**src/verilog/fsp_regs.vh**
```
/*
 * constants of the flash status/suspend/protect host controller:
 * command bytes, unlock pattern, status bit positions, own register map
 * and bus timing counts.
 * assumes: included by the controller file and the bench, by its bare name.
 */
`ifndef FSP_REGS_VH
`define FSP_REGS_VH

// own register map (word index on the plain port)
`define FSP_REG_CTRL     4'h0
`define FSP_REG_ADDR     4'h1
`define FSP_REG_WDATA    4'h2
`define FSP_REG_STATUS   4'h3
`define FSP_REG_RDATA    4'h4
`define FSP_REG_FLAGS    4'h5

// operation codes written to the control register
`define FSP_OP_READ_ARRAY  4'h1
`define FSP_OP_READ_STATUS 4'h2
`define FSP_OP_CLR_STATUS  4'h3
`define FSP_OP_SUSPEND     4'h4
`define FSP_OP_RESUME      4'h5
`define FSP_OP_PROTECT     4'h6
`define FSP_OP_UNPROTECT   4'h7
`define FSP_OP_READ_ID     4'h8
`define FSP_OP_RESET       4'h9
`define FSP_OP_READ        4'ha
`define FSP_OP_POWER_DOWN  4'hb
`define FSP_OP_POWER_UP    4'hc

// device command bytes
`define FSP_CMD_UNLOCK1    8'haa
`define FSP_CMD_UNLOCK2    8'h55
`define FSP_ADR_UNLOCK1    20'h05555
`define FSP_ADR_UNLOCK2    20'h02aaa
`define FSP_CMD_SETUP      8'h60
`define FSP_CMD_LOCK       8'h20
`define FSP_CMD_UNLOCK_SEC 8'h40
`define FSP_CMD_SUSPEND    8'hb0
`define FSP_CMD_RESUME     8'hd0
`define FSP_CMD_RD_STATUS  8'h70
`define FSP_CMD_CLR_STATUS 8'h50
`define FSP_CMD_RD_ARRAY   8'hf0
`define FSP_CMD_READ_ID    8'h90

// status bits
`define FSP_ST_READY       7
`define FSP_ST_SUSPEND     6
`define FSP_ST_ERASE_FAIL  5
`define FSP_ST_PROG_FAIL   4
`define FSP_ST_POLL_MASK   8'hf0

// bus timing: strobe low and gap, in ns, and counts at 50 MHz
`define FSP_CLK_NS         20
`define FSP_STROBE_NS      100
`define FSP_STROBE_CYC     ((`FSP_STROBE_NS + `FSP_CLK_NS - 1) / `FSP_CLK_NS)

`endif

```
**src/verilog/fsp_host.v**
```verilog
/*
 * host controller driving a parallel NOR flash over its async pins:
 * command sequences, status and data reads, and the power-down pin.
 * assumes: one 50 MHz clock; software on a plain address/strobe port;
 * flash data pins resolved by the testbench from the enables.
 */
// The address-and-strobe port and the register addresses were chosen for this implementation.
`timescale 1ns/1ps
`include "fsp_regs.vh"

module fsp_host (
	// clock and reset
	input  wire        clk,
	input  wire        reset_n,
	// software register port
	input  wire [3:0]  sw_addr,
	input  wire [31:0] sw_wdata,
	input  wire        sw_write,
	input  wire        sw_read,
	output reg  [31:0] sw_rdata,
	// flash pins
	output reg  [19:0] flash_addr,
	output reg  [15:0] flash_dq_out,
	output reg  [15:0] flash_dq_oe_n,
	input  wire [15:0] flash_dq_in,
	output reg         flash_ce_n,
	output reg         flash_oe_n,
	output reg         flash_we_n,
	output reg         flash_byte_n,
	output reg         flash_wp,
	output reg         power_down_n
);

	// sequencer states, one-hot
	localparam [4:0] ST_IDLE  = 5'h01;
	localparam [4:0] ST_WLOW  = 5'h02;
	localparam [4:0] ST_WHIGH = 5'h04;
	localparam [4:0] ST_RLOW  = 5'h08;
	localparam [4:0] ST_RHIGH = 5'h10;
	localparam integer STROBE_N = `FSP_STROBE_CYC;  // strobe length, cycles
	localparam [7:0] STROBE   = STROBE_N[7:0];

	reg [4:0]  state;          // sequencer state
	reg [7:0]  timer;          // strobe timing counter
	reg [2:0]  step;           // cycle index within sequence
	reg [2:0]  last_step;      // final cycle index of sequence
	reg [3:0]  op;             // operation being run
	reg [19:0] op_addr;        // target address from software
	reg [15:0] op_wdata;       // spare data register
	reg [7:0]  status;         // last status byte read
	reg [15:0] rdata;          // last raw read word
	reg        status_mode;    // host view: device shows status
	reg        id_mode;        // host view: device in id mode
	reg        erasing;        // software says a sector erase runs
	reg        suspended;      // host view of suspend
	reg [15:0] dq_s1, dq_s2, dq_s3;  // pin synchroniser
	reg [15:0] dq_sync;        // pin data once stages agree
	reg        busy;           // sequence in flight
	reg        rejected;       // last order refused locally

	// command byte and address for a given cycle of an operation
	function [27:0] seq_cycle;
		input [3:0]  f_op;
		input [2:0]  f_step;
		input [19:0] f_addr;
		begin
			case (f_op)
			`FSP_OP_PROTECT, `FSP_OP_UNPROTECT: begin
				// unlock, unlock, setup, unlock, unlock, final
				case (f_step)
				3'h0, 3'h3: seq_cycle = {`FSP_ADR_UNLOCK1, `FSP_CMD_UNLOCK1};
				3'h1, 3'h4: seq_cycle = {`FSP_ADR_UNLOCK2, `FSP_CMD_UNLOCK2};
				3'h2: seq_cycle = {`FSP_ADR_UNLOCK1, `FSP_CMD_SETUP};
				default: begin
					// sector in the top four address bits
					seq_cycle = {f_addr[19:16], 16'h0000,
						(f_op == `FSP_OP_PROTECT) ?
						`FSP_CMD_LOCK : `FSP_CMD_UNLOCK_SEC};
				end
				endcase
			end
			`FSP_OP_READ_ID, `FSP_OP_RESET: begin
				case (f_step)
				3'h0: seq_cycle = {`FSP_ADR_UNLOCK1, `FSP_CMD_UNLOCK1};
				3'h1: seq_cycle = {`FSP_ADR_UNLOCK2, `FSP_CMD_UNLOCK2};
				default: seq_cycle = {`FSP_ADR_UNLOCK1,
					(f_op == `FSP_OP_RESET) ?
					`FSP_CMD_RD_ARRAY : `FSP_CMD_READ_ID};
				endcase
			end
			`FSP_OP_READ_STATUS: seq_cycle = {f_addr, `FSP_CMD_RD_STATUS};
			`FSP_OP_CLR_STATUS: seq_cycle = {f_addr, `FSP_CMD_CLR_STATUS};
			`FSP_OP_SUSPEND: seq_cycle = {f_addr, `FSP_CMD_SUSPEND};
			`FSP_OP_RESUME: seq_cycle = {f_addr, `FSP_CMD_RESUME};
			default: seq_cycle = {f_addr, `FSP_CMD_RD_ARRAY};
			endcase
		end
	endfunction

	// last cycle index per operation
	function [2:0] seq_len;
		input [3:0] f_op;
		begin
			case (f_op)
			`FSP_OP_PROTECT, `FSP_OP_UNPROTECT: seq_len = 3'h5;
			`FSP_OP_READ_ID, `FSP_OP_RESET: seq_len = 3'h2;
			default: seq_len = 3'h0;
			endcase
		end
	endfunction

	wire [27:0] first_cycle = seq_cycle(sw_wdata[3:0], 3'h0, op_addr);
	wire [27:0] next_cycle  = seq_cycle(op, step + 3'h1, op_addr);

	// whether an order may be issued in the host's current view
	wire order_ok =
		~power_down_n ? (sw_wdata[3:0] == `FSP_OP_POWER_UP) :
		(sw_wdata[3:0] == `FSP_OP_SUSPEND) ? erasing & ~suspended :
		(sw_wdata[3:0] == `FSP_OP_RESUME) ? suspended :
		suspended ? (sw_wdata[3:0] == `FSP_OP_READ_ARRAY ||
			sw_wdata[3:0] == `FSP_OP_READ_STATUS ||
			sw_wdata[3:0] == `FSP_OP_READ ||
			sw_wdata[3:0] == `FSP_OP_POWER_DOWN) :
		(sw_wdata[3:0] == `FSP_OP_RESET) ? ~erasing :
		((sw_wdata[3:0] == `FSP_OP_PROTECT ||
			sw_wdata[3:0] == `FSP_OP_UNPROTECT) ?
			~(status[`FSP_ST_ERASE_FAIL] | status[`FSP_ST_PROG_FAIL]) :
			1'b1);

	// pin data synchroniser, three stages; stages two and three agree
	always @(posedge clk or negedge reset_n) begin
		if (!reset_n) begin
			dq_s1 <= 16'h0000;
			dq_s2 <= 16'h0000;
			dq_s3 <= 16'h0000;
			dq_sync <= 16'h0000;
		end else begin
			dq_s1 <= flash_dq_in;
			dq_s2 <= dq_s1;
			dq_s3 <= dq_s2;
			dq_sync <= (dq_s3 & ~(dq_s2 ^ dq_s3)) |  // bit moves when 2, 3 agree
				(dq_sync & (dq_s2 ^ dq_s3));
		end
	end

	// software register writes, order launch and flash sequencer
	always @(posedge clk or negedge reset_n) begin
		if (!reset_n) begin
			state         <= ST_IDLE;
			timer         <= 8'h00;
			step          <= 3'h0;
			last_step     <= 3'h0;
			op            <= 4'h0;
			op_addr       <= 20'h00000;
			op_wdata      <= 16'h0000;
			status        <= 8'h00;
			rdata         <= 16'h0000;
			status_mode   <= 1'b0;  // array read after power-up
			id_mode       <= 1'b0;
			erasing       <= 1'b0;
			suspended     <= 1'b0;
			busy          <= 1'b0;
			rejected      <= 1'b0;
			flash_addr    <= 20'h00000;
			flash_dq_out  <= 16'h0000;
			flash_dq_oe_n <= 16'hffff;
			flash_ce_n    <= 1'b1;
			flash_oe_n    <= 1'b1;
			flash_we_n    <= 1'b1;
			flash_byte_n  <= 1'b1;
			flash_wp      <= 1'b1;
			power_down_n  <= 1'b1;
		end else begin
			// configuration registers, accepted any time
			if (sw_write && sw_addr == `FSP_REG_ADDR)
				op_addr <= sw_wdata[19:0];
			if (sw_write && sw_addr == `FSP_REG_WDATA)
				op_wdata <= sw_wdata[15:0];
			if (sw_write && sw_addr == `FSP_REG_FLAGS) begin
				erasing      <= sw_wdata[0];
				flash_wp     <= sw_wdata[1];  // protect change needs high
				flash_byte_n <= sw_wdata[2];
			end
			case (state)
			ST_IDLE: begin
				if (sw_write && sw_addr == `FSP_REG_CTRL) begin
					rejected <= ~order_ok;
					if (order_ok) begin
						op <= sw_wdata[3:0];
						step <= 3'h0;
						last_step <= seq_len(sw_wdata[3:0]);
						timer <= STROBE;
						case (sw_wdata[3:0])
						`FSP_OP_POWER_DOWN: begin
							// aborts any erase and clears status
							power_down_n <= 1'b0;
							status <= 8'h00;
							suspended <= 1'b0;
							erasing <= 1'b0;
						end
						`FSP_OP_POWER_UP: begin
							power_down_n <= 1'b1;
							status_mode <= 1'b0;  // wake in array read
							id_mode <= 1'b0;
						end
						`FSP_OP_READ: begin
							busy <= 1'b1;
							state <= ST_RLOW;
							flash_addr <= op_addr;
							flash_ce_n <= 1'b0;
							flash_oe_n <= 1'b0;  // falling edge latches the read value
						end
						default: begin
							busy <= 1'b1;
							state <= ST_WLOW;
							flash_ce_n <= 1'b0;
							flash_we_n <= 1'b0;
							flash_addr <= first_cycle[27:8];
							flash_dq_out <= {8'h00, first_cycle[7:0]};
							flash_dq_oe_n <= 16'h0000;
						end
						endcase
					end
				end
			end
			ST_WLOW: begin
				if (timer == 8'h01) begin
					// rising write edge latches data, starts operation
					flash_we_n <= 1'b1;
					flash_ce_n <= 1'b1;
					timer <= STROBE;
					state <= ST_WHIGH;
				end else
					timer <= timer - 8'h01;
			end
			ST_WHIGH: begin
				if (timer != 8'h01)
					timer <= timer - 8'h01;
				else if (step != last_step) begin
					step <= step + 3'h1;
					timer <= STROBE;
					state <= ST_WLOW;
					flash_ce_n <= 1'b0;
					flash_we_n <= 1'b0;
					flash_addr <= next_cycle[27:8];  // next cycle's address
					flash_dq_out <= {8'h00, next_cycle[7:0]};
				end else begin
					flash_dq_oe_n <= 16'hffff;
					busy <= 1'b0;
					state <= ST_IDLE;
					case (op)
					`FSP_OP_READ_ARRAY, `FSP_OP_RESET: begin
						status_mode <= 1'b0;
						id_mode <= 1'b0;
					end
					`FSP_OP_READ_ID: id_mode <= 1'b1;
					`FSP_OP_SUSPEND: begin
						suspended <= 1'b1;
						status_mode <= 1'b1;
					end
					`FSP_OP_RESUME: suspended <= 1'b0;
					`FSP_OP_CLR_STATUS: status <= 8'h00;
					default: status_mode <= 1'b1;
					endcase
				end
			end
			ST_RLOW: begin
				if (timer == 8'h01) begin
					// sample once the synchroniser has settled
					rdata <= dq_sync;
					if (status_mode)
						status <= dq_sync[7:0] & `FSP_ST_POLL_MASK;
					flash_oe_n <= 1'b1;  // release so next read re-latches
					flash_ce_n <= 1'b1;
					timer <= STROBE;
					state <= ST_RHIGH;
				end else
					timer <= timer - 8'h01;
			end
			ST_RHIGH: begin
				if (timer == 8'h01) begin
					busy <= 1'b0;
					state <= ST_IDLE;
				end else
					timer <= timer - 8'h01;
			end
			default: state <= ST_IDLE;
			endcase
		end
	end

	// register read data, one cycle after the read strobe
	always @(posedge clk or negedge reset_n) begin
		if (!reset_n)
			sw_rdata <= 32'h00000000;
		else if (sw_read) begin
			case (sw_addr)
			`FSP_REG_CTRL: sw_rdata <= {24'h000000, rejected, busy,
				suspended, status_mode, op};
			`FSP_REG_ADDR: sw_rdata <= {12'h000, op_addr};
			`FSP_REG_WDATA: sw_rdata <= {16'h0000, op_wdata};
			`FSP_REG_STATUS: sw_rdata <= {24'h000000, status};
			`FSP_REG_RDATA: sw_rdata <= {16'h0000, rdata};
			`FSP_REG_FLAGS: sw_rdata <= {27'h0000000, id_mode, ~power_down_n,
				flash_byte_n, flash_wp, erasing};
			default: sw_rdata <= 32'h00000000;
			endcase
		end else
			sw_rdata <= 32'h00000000;
	end

endmodule // fsp_host

```
**config.mk**
```make
export PLATFORM = sky130hd
export DESIGN_NAME = fsp_host
export DESIGN_NICKNAME = d
export VERILOG_FILES = /design/src/verilog/fsp_host.v
export VERILOG_INCLUDE_DIRS = /design/src /design/src/verilog
export SDC_FILE = /design/constraint.sdc
export NUM_CORES = 1
export LEC_CHECK = 0
export ABC_AREA = 1
export CAP_MARGIN = 20
export CORE_ASPECT_RATIO = 1.4
export CORE_MARGIN = 10
export CORE_UTILIZATION = 57
export CTS_CLUSTER_SIZE = 25
export DETAILED_ROUTE_END_ITERATION = 10
export DONT_BUFFER_PORTS = 1
export HOLD_SLACK_MARGIN = 0.15
export PLACE_DENSITY = 0.82
export SYNTH_ARGS = -nofsm -noshare
export SYNTH_HDL_FRONTEND = slang
export SYNTH_SLANG_ARGS = --single-unit
```
**constraint.sdc**
```tcl
create_clock -name clk -period 1.65 [get_ports clk]
set_input_delay 0 -clock clk [delete_from_list [all_inputs] [get_ports clk]]
set_output_delay 0 -clock clk [all_outputs]
set_load 0.005 [all_outputs]
```
==> metrics <==
total CTS buffers 20; gr usage total about a quarter; Worst EP required around 2.0 ns; vias 8607; post-route minimum period 1.86 ns; P_int 11.7 mW; switching power of the nets 6.99 mW; most used cell, CP nor2_2; Min-Delay Path Class input pin to async pin; Setup Skew 0.0121 ns; Sw Share 37.5%; sequential power share 34.8%; worst path bufs/invs 3; Die ar. approximately 0.022 mm²; clock share of power 24.8%; Inst Count DP 1339; share of layout cells above drive strength 1 25.3%; final worst-path setup slack -0.209 ns; clk slew on worst S/H paths 0.07 ns; post-route cell area 0.0123 mm²; Post-DP Area 0.0100 mm²; CTS sink cnt 201; Static Leak 6.19 nW; WL/cell 19.4 µm; Area Overhead vs Synth 31.4%; endpoints failing hold 201; Yosys cell types 40; DR vias/cell 5.85; slowest CP cell dfrtp_1; IO Pins between 100 and 150; clock latency on the worst-skew pair 0.50 ns; status finished, violations left; sequence of cells on the critical path nor2_2 > nand2_2 > nor2_8 > nor2_2 > clkinv_2 > nand2_4 > nor2_4 > buf_12 > buf_8 > nand2_8 > nand2_1 > o21ai_1; Hold WS -0.796 ns; ANT nets after route 0; final setup fails 74; dpl hpwl approximately 17000 µm; Final #Nets around 1300; mapped cell area 0.00935 mm²; Synth area leaders dfrtp_1, nand2_1, nand3_1, inv_1, o21ai_0; RD Place Congestion about 0.94; Fin Setup TNS -8.19 ns; final cycle utilization of the critical path 113%; Reg2Reg Setup Slack -0.21 ns; max incr delay on CP approximately 0.42 ns; DR iter-0 viols around 1100; metal3 WL 2590 µm; flops & latches, synth 201; Yosys Warn Count 0; chip width 128 µm; CTS HTree Levels 1; Highest Signal Layer met4; met1 wire length about 10000 µm; Bufs on Longest Clock Path 3; worst-path fanout max 7; syn avg cell area 8.60 µm²; pre-CTS setup slack -0.240 ns; crit start category register; PD cells 1520 mW/mm²; Starting Density 57.8%; f_max about 0.54 GHz; total wire length 28500 µm; First-pass DRT Iterations 8; Root Driver clkbuf_16; total power 18.7 mW; Crit path arrival time 2.24 ns; final slew viol count 0; Logic pwr share 40.4%; max cap viols 0; cell taking the most area after synthesis dfrtp_1; RSZ-0062 raised after global routing yes; global-route wire length before repair around 43000 µm; vias in the first global route around 8600; largest net degree at the start of global routing 202; Final Non-Filler Cells 1471; final core utilization between 70% and 80%; CP Capture Type register; CP delay by family, top simple AND/OR/NAND/NOR gates; Setup CP Type register to register; Residual DRC 0; gr ovfl total 0; WL met2 14100 µm; initial antenna violation count 3; Yosys top cell area share 51.6%; number of buffers added on ports 0; sequential share of the synthesized area 53.9%; Peak VDD IR 1.09 mV; Core Area 0.0162 mm²; Die Y 172 µm; Post-Synthesis Cells approximately 1100; FILL cells 959; failing checks hold timing, setup timing; TritonCTS clock tree built; Cell Rows 55
==> logic make-up (layout without fill, tap and decap cells) <==
group / count (synthesis) / count (layout) / share of synthesized area [%]
AND/OR/NAND/NOR: 555 / 558 / 25.5
flip-flops: 201 / 201 / 53.9
buffers and inverters: 175 / 333 / 9.37
AO/OA/AOI/OAI: 117 / 117 / 6.72
adder cells (fa/ha/maj): 23 / 23 / 2.65
multiplexers: 12 / 12 / 1.45
XOR/XNOR: 4 / 4 / 0.375
other: 1 / 24 / 0.0401
==> what timing repair did <==
item	4_1_cts	5_1_grt
gates resized for setup	94	111
hold buffers	65	1
pin swaps	44	42
hold endpoints to repair	317	202
cloned	3	2
endpoints found under the setup margin	68	79
setup buffers	17	8
==> worst paths after layout <==
path / from / end / cells past startpoint
min in group clk: sw_addr[2] / sw_rdata[2] / 6
max in group asynchronous: reset_n / dq_s3[12] / 0
max: state[2] / step[1] / 12
max reg2reg: state[2] / step[1] / 12
min: reset_n / dq_s1[6] / 0
min reg2reg: dq_s1[0] / dq_s2[0] / 0
==> flip-flops by register name, indices dropped and copies added (netlist names), 5 cells and up, named ones only <==
signal	cells
flash_addr	20
op_wdata	16
dq_s1	16
op_addr	20
sw_rdata	20
flash_dq_out	6
dq_s2	16
state	5
rdata	16
dq_s3	16
timer	8
==> cells in the mapped netlist, drive strengths merged <==
library cell,n
conb,1
o21bai,1
o211ai,6
nand4,36
o21ai,81
a211oi,3
inv,102
buf,56
clkbuf,14
nor3,3
a31oi,2
nand3,84
nand2,355
a41oi,1
a21oi,18
or2,1
dfstp,8
mux2,12
xor2,2
ha,7
clkinv,3
nor2,74
xnor2,2
dfrtp,193
a22o,2
o22ai,3
nand3b,2
maj3,16
==> layer usage <==
| layer | track usage, % | vias up |
|---|---|---|
| met4 | 13.8 | 0 |
| li1 | - | 3800 |
| met5 | 0 | - |
| met3 | 5.33 | 152 |
| met2 | 40.6 | 540 |
| met1 | 26.9 | 4115 |
==> placed cells by master (no fill, tap or decap), types with 17 or more instances in the layout <==
cell type / synthesis / layout
buf_4: 39 / 98
buf_6: 8 / 18
clkbuf_16: 0 / 22
conb_1: 1 / 20
dfrtp_1: 193 / 191
dlygate4sd3_1: 0 / 61
inv_1: 99 / 88
nand2_1: 347 / 298
nand2_2: 8 / 37
nand2_4: 0 / 17
nand3_1: 82 / 63
nand3_2: 1 / 18
nand4_1: 36 / 36
nor2_1: 63 / 49
o21ai_0: 72 / 61
==> power groups by stage <==
stage,Clock [mW],Combinational [mW],Sequential [mW]
2_1_floorplan,0,3.69,6.33
3_3_place_gp,0,4.99,6.52
3_5_place_dp,0,5.14,6.54
4_1_cts,4.69,6.36,6.47
5_1_grt,4.86,8.14,6.58
6_report,4.63,7.54,6.50
==> layout make-up <==
| class | instances | area, µm² | area share (%) |
|---|---|---|---|
| Inverter | 105 | 407 | 3.31 |
| Clock inverter | 8 | 90.1 | 0.733 |
| Multi-Input combinational cell | 734 | 4100 | 33.3 |
| Sequential cell | 201 | 5040 | 41.0 |
| Tap cell | 199 | 249 | 2.03 |
| Clock buffer | 27 | 588 | 4.78 |
| Timing Repair Buffer | 193 | 1810 | 14.7 |
| Antenna cell | 4 | 10.0 | 0.0814 |
Power figures use the tool's default switching activity.
